<file path="config.mk">
export PLATFORM = sky130hd
export DESIGN_NAME = timer_block
export DESIGN_NICKNAME = d
export VERILOG_FILES = /design/src/tc_pkg.sv /design/src/timer_block.sv
export SDC_FILE = /design/constraint.sdc
export NUM_CORES = 1
export LEC_CHECK = 0
export ABC_CLOCK_PERIOD_IN_PS = 4500
export BUFFER_PORTS_ARGS = -buffer_cell sky130_fd_sc_hd__buf_2
export CAP_MARGIN = 20
export CORE_UTILIZATION = 63
export CTS_CLUSTER_SIZE = 10
export DETAILED_ROUTE_END_ITERATION = 8
export PLACE_DENSITY_LB_ADDON = 0.08
export SETUP_SLACK_MARGIN = 0.3
export SLEW_MARGIN = 10
export SYNTH_ARGS = -nofsm -noshare
export SYNTH_HDL_FRONTEND = slang
export SYNTH_SLANG_ARGS = --single-unit
</file>
<file path="constraint.sdc">
create_clock -name pclk -period 4.5 [get_ports pclk]
set_clock_uncertainty 0.2 [all_clocks]
set_input_delay 0.225 -clock pclk [delete_from_list [all_inputs] [get_ports pclk]]
set_output_delay 0.225 -clock pclk [all_outputs]
set_load 0.02 [all_outputs]
</file>
<file path="src/tc_pkg.sv">
// Purpose: Shared constants of the three-channel 32-bit timer core
// Assumes: APB with 8-bit byte address, 32-bit data, one word per register
// Notes:   Channel n sits at n*0x40, block registers from 0xC0
package tc_pkg;

  localparam int NCH = 3;

  // Register byte offsets inside one channel window
  localparam logic [7:0] OFF_CCR = 8'h00;
  localparam logic [7:0] OFF_CMR = 8'h04;
  localparam logic [7:0] OFF_CV  = 8'h10;
  localparam logic [7:0] OFF_CPB = 8'h18;
  localparam logic [7:0] OFF_CMP = 8'h1C;
  localparam logic [7:0] OFF_SR  = 8'h20;
  // Block register offsets, decoded when the channel index is 3
  localparam logic [7:0] OFF_BCR = 8'h00;
  localparam logic [7:0] OFF_BMR = 8'h04;
  localparam logic [1:0] BLK_IDX = 2'h3;

  // channel_control_reg bits
  localparam int CCR_EN    = 0;
  localparam int CCR_DIS   = 1;
  localparam int CCR_SWTRG = 2;
  // block_control_reg bit
  localparam int BCR_SYNC  = 0;

  // channel_mode_reg fields
  localparam int CMR_INVC  = 3;
  localparam int CMR_GATE  = 4;
  localparam int CMR_STOP  = 6;
  localparam int CMR_DIS   = 7;
  localparam int CMR_TSRCB = 10;
  localparam int CMR_ETEN  = 12;
  localparam int CMR_CTRG  = 14;
  localparam int CMR_WAVE  = 15;

  // channel_status_reg bits
  localparam int SR_OVF = 0;
  localparam int SR_CMT = 4;
  localparam int SR_BLD = 6;
  localparam int SR_RUN = 16;

  // clock_source_select codes
  localparam logic [2:0] CS_DIV2   = 3'h0;
  localparam logic [2:0] CS_DIV8   = 3'h1;
  localparam logic [2:0] CS_DIV32  = 3'h2;
  localparam logic [2:0] CS_DIV128 = 3'h3;
  localparam logic [2:0] CS_SLOW   = 3'h4;
  localparam logic [2:0] CS_EXT0   = 3'h5;
  localparam logic [2:0] CS_EXT1   = 3'h6;
  localparam logic [2:0] CS_EXT2   = 3'h7;

  // Prescaler bits that toggle at master_clock / 2, 8, 32, 128
  localparam int PRE_DIV2   = 0;
  localparam int PRE_DIV8   = 2;
  localparam int PRE_DIV32  = 4;
  localparam int PRE_DIV128 = 6;

  localparam logic [31:0] CNT_MAX = 32'hFFFFFFFF;

endpackage

</file>
<file path="src/timer_block.sv">
// Purpose: Three-channel 32-bit timer core with APB register access
// Assumes: pclk is master_clock at 100 MHz; pins are asynchronous
// Notes:   Pins pass two flops; APB answers after one wait state
// Operation
// RULE1: three independent channels, each own interrupt line
// RULE2: block control write starts all channels
// RULE3: counter adds one per counting edge
// RULE4: wrap from all-ones sets overflow flag
// RULE5: counter value read is live
// RULE6: trigger zeroes counter at next edge
// RULE7: block mode chains clocks to io_line_a
// RULE8: clock source from three external, five internal
// RULE9: clock_invert counts on falling edges
// RULE10: gate input passes clock only while high
// RULE11: external clock slower than pclk by 2.5
// RULE12: enable and disable commands control clock
// RULE13: b load or c match auto disable
// RULE14: disabled clock ignores start and stop
// RULE15: running status reads set while enabled
// RULE16: a trigger starts the clock while it is enabled
// RULE17: b load or c match stops clock
// RULE18: start and stop only while enabled
// RULE19: mode bit selects capture or waveform
// RULE20: capture mode drives neither io line
// RULE21: waveform drives a, b unless trigger
// RULE22: trigger acted on at next edge
// RULE23: reset leaves counters zero, clocks off
`timescale 1ns/10ps
module timer_block
  import tc_pkg::*;
(
  // APB clock and reset
  input  wire logic        pclk,
  input  wire logic        presetn,
  // APB slave
  input  wire logic        psel,
  input  wire logic        penable,
  input  wire logic        pwrite,
  input  wire logic [7:0]  paddr,
  input  wire logic [31:0] pwdata,
  output logic      [31:0] prdata,
  output logic             pready,
  output logic             pslverr,
  // Pins, asynchronous to pclk
  input  wire logic        slow_clock,
  input  wire logic [2:0]  ext_clock_pins,
  input  wire logic [2:0]  io_line_a_in,
  input  wire logic [2:0]  io_line_b_in,
  // Pin drivers
  output logic      [2:0]  io_line_a_out,
  output logic      [2:0]  io_line_a_oe,
  output logic      [2:0]  io_line_b_out,
  output logic      [2:0]  io_line_b_oe,
  // Per-channel interrupt lines
  output logic      [2:0]  channel_irq
);

  typedef struct packed {
    logic [6:0]        pre;
    logic              sy1_slow;
    logic              sy2_slow;
    logic [2:0]        sy1_clk;
    logic [2:0]        sy2_clk;
    logic [2:0]        sy1_a;
    logic [2:0]        sy2_a;
    logic [2:0]        sy1_b;
    logic [2:0]        sy2_b;
    logic [2:0]        prev_a;
    logic [2:0]        prev_b;
    logic [2:0]        prev_lvl;
    logic [2:0]        bmr;
    logic [2:0][15:0]  cmr;
    logic [2:0][31:0]  cnt;
    logic [2:0][31:0]  capb;
    logic [2:0][31:0]  cmpc;
    logic [2:0]        en;
    logic [2:0]        run;
    logic [2:0]        pend;
    logic [2:0]        ovf;
    logic [2:0]        cmt;
    logic [2:0]        bld;
    logic [2:0]        a_out;
    logic [2:0]        a_oe;
    logic [2:0]        b_out;
    logic [2:0]        b_oe;
    logic [2:0]        irq;
    logic              pready;
    logic              pslverr;
    logic [31:0]       prdata;
  } state_t;

  state_t      s;
  state_t      next_s;
  logic [2:0]  tick;
  logic [2:0]  trig;
  logic [2:0]  chit;
  logic [2:0]  bload;
  logic [2:0]  xc;
  logic [2:0]  a_lvl;
  logic        acc;
  logic        wr;
  logic        rd;
  logic        blk;
  logic [1:0]  ci;
  logic [7:0]  off;
  logic [31:0] rv;
  logic        hit;

  // Decode and combine all next-state terms
  always_comb begin
    logic       lvl;
    logic       gate;
    logic       wave;
    logic       stp;
    logic       dis;
    logic       a_rise;
    logic       b_rise;
    logic       ext;
    logic       sr_rd;
    logic       ccr_wr;
    logic [1:0] gsel;
    lvl    = 1'b0;
    gate   = 1'b0;
    wave   = 1'b0;
    stp    = 1'b0;
    dis    = 1'b0;
    a_rise = 1'b0;
    b_rise = 1'b0;
    ext    = 1'b0;
    sr_rd  = 1'b0;
    ccr_wr = 1'b0;
    gsel   = 2'h0;
    next_s = s;
    // Access completes at the edge where pready is already high
    acc = psel & penable & s.pready;
    wr  = acc & pwrite;
    rd  = acc & ~pwrite;
    blk = (paddr[7:6] == BLK_IDX);
    ci  = blk ? 2'h0 : paddr[7:6];
    off = {2'h0, paddr[5:0]};

    // Pin synchronisers; first stage feeds only the second
    next_s.sy1_slow = slow_clock;
    next_s.sy2_slow = s.sy1_slow;
    next_s.sy1_clk  = ext_clock_pins;
    next_s.sy2_clk  = s.sy1_clk;
    next_s.sy1_a    = io_line_a_in;
    next_s.sy2_a    = s.sy1_a;
    next_s.sy1_b    = io_line_b_in;
    next_s.sy2_b    = s.sy1_b;
    next_s.prev_a   = s.sy2_a;
    next_s.prev_b   = s.sy2_b;
    next_s.pre      = s.pre + 7'h01; // RULE8

    // Chain sources: a channel's own output in waveform mode
    for (int k = 0; k < NCH; k++) begin
      a_lvl[k] = s.cmr[k][CMR_WAVE] ? s.a_out[k] : s.sy2_a[k];
    end
    // Each XCn takes its pin or the next channel's io_line_a
    for (int j = 0; j < NCH; j++) begin
      xc[j] = s.bmr[j] ? a_lvl[(j + 1) % NCH] : s.sy2_clk[j]; // RULE7
    end

    // Register read mux
    hit = 1'b1;
    rv  = 32'h0;
    if (blk) begin
      unique case (off)
        OFF_BCR: rv = 32'h0;
        OFF_BMR: rv = {29'h0, s.bmr};
        default: hit = 1'b0;
      endcase
    end else if (paddr[7:6] < 2'(NCH)) begin
      unique case (off)
        OFF_CCR: rv = 32'h0;
        OFF_CMR: rv = {16'h0, s.cmr[ci]};
        OFF_CV:  rv = s.cnt[ci]; // RULE5
        OFF_CPB: rv = s.capb[ci];
        OFF_CMP: rv = s.cmpc[ci];
        OFF_SR: begin
          rv[SR_OVF] = s.ovf[ci];
          rv[SR_CMT] = s.cmt[ci];
          rv[SR_BLD] = s.bld[ci];
          rv[SR_RUN] = s.en[ci]; // RULE15
        end
        default: hit = 1'b0;
      endcase
    end else begin
      hit = 1'b0;
    end

    // One wait state; data and error are taken with pready
    next_s.pready = psel & penable & ~s.pready;
    if (psel & penable & ~s.pready) begin
      next_s.prdata  = pwrite ? 32'h0 : rv;
      next_s.pslverr = ~hit;
    end else begin
      next_s.prdata  = 32'h0;
      next_s.pslverr = 1'b0;
    end
    if (wr & blk & (off == OFF_BMR)) begin
      next_s.bmr = pwdata[2:0];
    end

    // Per-channel counting and clock control
    for (int i = 0; i < NCH; i++) begin
      wave   = s.cmr[i][CMR_WAVE]; // RULE19
      stp    = s.cmr[i][CMR_STOP];
      dis    = s.cmr[i][CMR_DIS];
      gsel   = s.cmr[i][CMR_GATE +: 2];
      ccr_wr = wr & ~blk & (ci == 2'(i)) & (off == OFF_CCR);
      sr_rd  = rd & ~blk & (ci == 2'(i)) & (off == OFF_SR);
      if (wr & ~blk & (ci == 2'(i)) & (off == OFF_CMR)) begin
        next_s.cmr[i] = pwdata[15:0];
      end
      if (wr & ~blk & (ci == 2'(i)) & (off == OFF_CMP)) begin
        next_s.cmpc[i] = pwdata;
      end
      // Select counting clock level
      unique case (s.cmr[i][2:0])
        CS_DIV2:   lvl = s.pre[PRE_DIV2]; // RULE8
        CS_DIV8:   lvl = s.pre[PRE_DIV8];
        CS_DIV32:  lvl = s.pre[PRE_DIV32];
        CS_DIV128: lvl = s.pre[PRE_DIV128];
        CS_SLOW:   lvl = s.sy2_slow;
        CS_EXT0:   lvl = xc[0];
        CS_EXT1:   lvl = xc[1];
        CS_EXT2:   lvl = xc[2];
      endcase
      // Inverting the level turns falling edges into counting edges
      lvl = lvl ^ s.cmr[i][CMR_INVC]; // RULE9
      next_s.prev_lvl[i] = lvl;
      // Burst gate; code zero means no gate
      gate = (gsel == 2'h0) ? 1'b1 : xc[gsel - 2'h1]; // RULE10
      // An edge counts only while enabled and started
      tick[i] = lvl & ~s.prev_lvl[i] & gate & s.en[i] & s.run[i];

      a_rise = s.sy2_a[i] & ~s.prev_a[i];
      b_rise = s.sy2_b[i] & ~s.prev_b[i];
      if (wave) begin
        ext = s.cmr[i][CMR_TSRCB] & b_rise;
      end else begin
        ext = s.cmr[i][CMR_TSRCB] ? b_rise : a_rise;
      end
      ext = ext & s.cmr[i][CMR_ETEN];

      // Capture B loads on a rising io_line_a in capture mode
      bload[i] = ~wave & a_rise;
      if (bload[i]) begin
        next_s.capb[i] = s.cnt[i];
      end
      // Compare C hits when the count steps onto its value
      chit[i] = wave & tick[i] & ~s.pend[i]
                & ((s.cnt[i] + 32'h1) == s.cmpc[i]);

      trig[i] = (ccr_wr & pwdata[CCR_SWTRG])
                | (wr & blk & (off == OFF_BCR) & pwdata[BCR_SYNC]) // RULE2
                | ext
                | (chit[i] & s.cmr[i][CMR_CTRG]);

      // Enable and disable; disable wins when both are written
      if (ccr_wr & pwdata[CCR_DIS]) begin
        next_s.en[i] = 1'b0; // RULE12
      end else if (ccr_wr & pwdata[CCR_EN]) begin
        next_s.en[i] = 1'b1; // RULE12 RULE14
      end
      if (dis & (bload[i] | chit[i])) begin
        next_s.en[i] = 1'b0; // RULE13
      end

      // Start and stop act only while the clock is enabled
      if (s.en[i]) begin // RULE14 RULE18
        if (trig[i]) begin
          next_s.run[i] = 1'b1; // RULE16
        end else if (stp & (bload[i] | chit[i])) begin
          next_s.run[i] = 1'b0; // RULE17
        end
      end

      // A trigger waits for the next counting edge to zero the count
      if (tick[i]) begin
        if (s.pend[i]) begin
          next_s.cnt[i] = 32'h0; // RULE6 RULE22
        end else begin
          next_s.cnt[i] = s.cnt[i] + 32'h1; // RULE3
        end
      end
      next_s.pend[i] = trig[i] | (s.pend[i] & ~tick[i]);

      // Sticky flags clear on status read; a new event wins
      next_s.ovf[i] = (s.ovf[i] & ~sr_rd)
                      | (tick[i] & ~s.pend[i] & (s.cnt[i] == CNT_MAX)); // RULE4
      next_s.cmt[i] = (s.cmt[i] & ~sr_rd) | chit[i];
      next_s.bld[i] = (s.bld[i] & ~sr_rd) | bload[i];
      next_s.irq[i] = next_s.ovf[i] | next_s.cmt[i]
                      | next_s.bld[i]; // RULE1

      // Pin direction follows the new mode at once
      next_s.a_oe[i] = next_s.cmr[i][CMR_WAVE]; // RULE20 RULE21
      next_s.b_oe[i] = next_s.cmr[i][CMR_WAVE]
                       & ~next_s.cmr[i][CMR_TSRCB]; // RULE20 RULE21
      if (chit[i]) begin
        next_s.a_out[i] = ~s.a_out[i];
      end
      if (wave & tick[i] & ~s.pend[i] & (s.cnt[i] == CNT_MAX)) begin
        next_s.b_out[i] = ~s.b_out[i];
      end
    end
  end

  // Single state register; reset clears counters and stops clocks
  always_ff @(posedge pclk or negedge presetn) begin
    if (!presetn) begin
      s <= '0; // RULE23
    end else begin
      s <= next_s;
    end
  end

  // Every output is a flop of the state
  assign prdata        = s.prdata;
  assign pready        = s.pready;
  assign pslverr       = s.pslverr;
  assign io_line_a_out = s.a_out;
  assign io_line_a_oe  = s.a_oe;
  assign io_line_b_out = s.b_out;
  assign io_line_b_oe  = s.b_oe;
  assign channel_irq   = s.irq;
endmodule

</file>
== Word level (Yosys, flattened, before mapping) ==
Index checks and enable logic that the tools add are counted.
Widths: inputs -> output; s select.

* Add/subtract/negate cells: 7
* Order comparisons: 5
* Equal/unequal tests: 35
* Muxes and demuxes: 79
* Bitwise operators: 174
* Reductions and logical operators: 19

{| class="wikitable"
|+ Operator list
! operator !! count
|-
| $mux 32 || 9
|-
| $bmux 32 s2 || 3
|-
| $and 1x1->1 || 107
|-
| $add 32x1->32 const B || 3
|-
| $eq 32x32->1 || 3
|-
| $eq 32x32->1 const B || 3
|-
| $mux 16 || 4
|-
| $pmux 15 s3 || 1
|-
| $mux 1 || 41
|-
| $eq 3x3->1 const B || 12
|-
| $pmux 9 s4 || 1
|-
| $not 1->1 || 34
|-
| $mux 33 || 1
|-
| $bmux 16 s2 || 1
|-
| $or 1x1->1 || 30
|-
| $pmux 1 s8 || 3
|-
| $eq 3x2->1 const B || 6
|-
| $eq 6x5->1 const B || 3
|-
| $pmux 1 s5 || 3
|-
| $bmux 1 s2 || 7
|-
| $lt 2x3->1 const B || 4
|-
| $pmux 3 s4 || 1
|-
| $eq 3x1->1 const B || 3
|-
| $logic_not 3->1 || 3
|-
| 18 further kinds || 33
|}

* Register bits after elaboration: 442
* Bits of input ports: 55
* Output and inout port bits: 49
* Logic and storage cells: 369

== Logic depth before layout (Yosys ltp) ==
* Depth in word-level cells: 15
* Depth in mapped cells: 11
* Gate-level depth less buffers: 10

== Worst setup path before layout ==
Ideal clock, no wire load.

* Path type: reg-to-reg
* Start point: register s[260] in the netlist's numbering
* End point: register s[64] in the netlist's numbering
* Setup time: 119 ps
* Arrival time: 2,931 ps
* Required time: 4,181 ps
* Path slack: 1,250 ps
* Cell stages (with the launch flop): 11
* Path buffers: 1
* Period minus slack after synthesis: 3,250 ps
* Cell sequence: dfrtp_1 ha_1 nand3_1 or3_1 a22oi_1 or4b_1 nor4_1 nand4_1 or3_1 clkbuf_1 o21a_1

* Word-level cells in the longest chain between the ends: 6
* Elaborated cells between the ends (all ways): 7
* Those cells by class: add/sub (1); eq/ne (1); mux (1); bitwise (3); reduce/logical (1)

{| class="wikitable"
|+ Ends and longest elaborated chain
! what !! line !! text
|-
| from (decl) || timer_block.sv:92 || <nowiki>state_t s;</nowiki>
|-
| from (signal assigned) || timer_block.sv:316 || <nowiki>s <= next_s;</nowiki>
|-
| $add 32x1->32 * || timer_block.sv:254 || <nowiki>& ((s.cnt[i] + 32'h1) == s.cmpc[i]);</nowiki>
|-
| $eq 32x32->1 * || timer_block.sv:254 ||
|-
| $and 1x1->1 * || timer_block.sv:254 ||
|-
| $or 1x1->1 * || timer_block.sv:267 || <nowiki>if (dis & (bload[i] | chit[i])) begin</nowiki>
|-
| $and 1x1->1 * || timer_block.sv:267 ||
|-
| $reduce_bool 3->1 (no source line) or $mux 1 (tied branches) || - ||
|}

Mark *: on every way between the ends. The rest lies on a longest branch, timed or not.
A chain may end at the register's enable or synchronous reset.

== Final worst setup path ==
* Start point: register s[259] in the netlist's numbering
* End point: register s[64] in the netlist's numbering

The elaborated chain is that of the path after synthesis.

==> out/qor.yml <==
syn_inst: 2381
drv_slew: 0
status: "completed"
globalplace.congestion: 0.9961
async_flop_share_pct: 100.0
synthTopCellsByArea: "dfrtp_1 45%, mux2_2 11%, mux2i_1 3.7%, xnor2_1 3.6%, o21ai_0 3.4%"
clk_path_buf_depth: 3
pin_count: 104
finalCritPeriodShare_pct: 90.36
hold_slack_ps: 40.36
p_leak_uw: 0.01202
power_density_nw_per_um2: 299.1
critical_path_depth: 9
core_region_area_um2: 37760
cts_max_level: 2
path_buf_inv: 0
cp_top_family: "simple AND/OR/NAND/NOR gates"
synth_top_area_cell: "dfrtp_1"
cp_slowest_stage_delay_ps: 750
drt-total-wl_mm: 76.98
post_cts_buffers: 0
critPathRequiredTime_ps: 4790
grt_use_total_pct: 40.18
period_minus_slack_ps: 4066
finalNetCount: 2489
p_int_uw: 6108
ys_ff_latch: 439
crit_type: "register to register"
pre_cts_ws_ps: 548.0
routed_via_density: 6.825
syn2layout_area_growth_pct: 10.49
syn_nets: 2447
yosysSeqAreaShare_pct: 45.41
synth_top_area_share_pct: 45.41
via_count: 20078
fp.dieW_um: 198.0
hpwl_mm: 54.28
tns_ps: 0
drt-initial-drc-count: 2167
grt_max_degree: 106
overflow: 0
syn_area_um2: 24190
drc_errors: 0
netlist_top_cells_count: "439 x dfrtp_1, 243 x mux2_2, 166 x o21ai_0"
wl_per_cell_um: 26.17
io_buffers: 103
endpoint_kind: "register"
clkTransAtPathRegs_ps: 60
hp-class: "primary input to async pin"
drive_gt1_share_pct: 20.49
dieArea_um2: 39180
cts.sinks: 439
rsz0062_at_grt: "false"
grt_pass1_wl_mm: 117.7
worst_slack_ps: 434.0
worstPathMaxFanout: 9
rows: 71
relSlewSlack_pct: 27.35
die_h_um: 198.0
synthFlopType: "dfrtp_1"
antenna_cells: 0
clkLatencyLatePin_ps: 610
grt_antenna_before_repair: 1
switchingPower_uw: 1886
arrival_ps: 4350
switching_share_pct: 23.59
cts_root_buffer: "clkbuf_16"
clock_power_share_pct: 44.7
drtAntennaViolNets: 0
crit_chain: "ha_1 -> nand3_1 -> nor2_1 -> nand4_1 -> xor2_1 -> a2111oi_0 -> nand4_1 -> or3_1 -> o21a_1"
grt_pass1_vias: 19543
numCtsBuffers: 50
hold_viol: 0
yosysMostFrequentCell: "dfrtp_1"
ir_worst_vdd_mv: 0.3276
cp-start-kind: "register"
yosysUniqueCellTypes: 75
dr.pass1.iters: 6
reg2reg_depth: 9
cts_tree: "yes"
worst_pin_slew_ps: 1080
slowest_stage: "a2111oi_0"
seqPwrFrac_pct: 49.9
maxCapViolCount: 0
final_area_um2: 26730
synth.avg_cell_area_um2: 10.16
cp_common_cell: "nand4_1"
ff2ff_setup_slack_ps: 430
setup_violations: 0
yosysWarnings: 0
postPlaceCellArea_um2: 24880
initial_core_util_pct: 64.07
timing.fmax_mhz: 245.9
pwr-share-comb_pct: 5.4
synth_edf_count: 0
## path summary, 6_finish.rpt
path / startpoint / to
min in group pclk: io_line_a_in[0] / next_s[421]
hold reg to reg: next_s[415] / next_s[409]
setup reg to reg: s[259] / s[64]
max in group asynchronous: presetn / prdata[3]
setup / recovery: s[259] / s[64]
hold / removal: presetn / s[191]
## flip-flops by register name (all words and copies together), names as in the netlist
register / count
channel_irq: 3
io_line_a_oe: 2
io_line_a_out: 3
io_line_b_oe: 3
io_line_b_out: 3
next_s: 16
prdata: 32
pready: 1
pslverr: 1
s: 375
## through the flow
| step | total power [µW] | util [%] | std cells |
|---|---|---|---|
| final | 7994 | 70.79 | 2942 |
| after global routing | 8195 | 70.79 | 2942 |
| after CTS | 8022 | 70.70 | 2941 |
| after detailed placement | 4447 | 65.89 | 2832 |
| after global placement | 4441 | 65.89 | 2832 |
| after floorplan | 4222 | - | 2381 |
## area by class of cell
class                           count  area, µm²
Multi-Input combinational cell   1672      12060
Fill cell                        2841      11030
Sequential cell                   439      10990
Timing Repair Buffer              219       1564
Clock buffer                       57       1287
Tap cell                          511      639.4
Inverter                           41      153.9
Clock inverter                      3      41.29
## worst reg2reg max path, delay by kind of cell, from the launching register on
kind,cells,cell delay [ps]
fa+ha+maj,1,330
simple gates,5,1800
xor+xnor,1,180
flops,1,480
compound gates,2,960
## power groups by stage
| stage | Sequential [µW] | Clock, µW | Combinational [µW] |
|---|---|---|---|
| CTS | 3990 | 3610 | 422 |
| detailed placement | 4060 | 0 | 388 |
| global route | 3990 | 3740 | 465 |
| floorplan | 4050 | 0 | 171 |
| finish | 3990 | 3570 | 434 |
| global placement | 4060 | 0 | 383 |
## layout by cell type, fill, tap and decap left out, types with 7 or more instances in the layout
master         count
dfrtp_1          439
mux2_2           243
o21ai_0          166
nor2_1           146
nand2_1          132
buf_2            102
xnor2_1          100
mux2i_1           89
a21oi_1           80
nand3_1           77
buf_4             64
o31ai_1           56
xor2_1            55
clkbuf_16         50
o22ai_1           49
dlygate4sd3_1     49
nand4_1           44
and3_1            42
inv_1             41
a22oi_1           38
a221oi_1          34
nor3_1            28
nor4_1            28
a31oi_1           24
nor2b_1           18
and2_1            16
or4_1             15
a222oi_1          15
nand2b_1          14
nand3b_1          13
and4_1            11
or3_1             10
o41ai_1           10
ha_1               9
nor3b_1            8
a211oi_1           7
## routing by layer
layer / GRT usage (%) / wire length, µm / part of all wire (%)
met5: 0 / 17 / 0.022
met4: 24.69 / 4985 / 6.5
met3: 6.217 / 6572 / 8.5
met2: 60.05 / 33830 / 44
met1: 55.21 / 31580 / 41
## logic make-up (layout without fill, tap and decap cells)
kind of cell	after synthesis	in the layout	share of synthesized area, %
simple gates	637	637	13.83
flops	439	439	45.41
fa+ha+maj	11	11	0.5690
mux	335	335	15.27
xor+xnor	155	155	5.612
compound gates	534	534	14.24
buf+inv	270	320	5.059
## repair_timing
item                       in CTS  in global routing
setup endpoints to repair       0                  5
hold endpoints to repair      270                  0
hold buffers                   49                  0
gates resized for setup         0                  1
No activity file was read; power rests on OpenSTA's default activity.
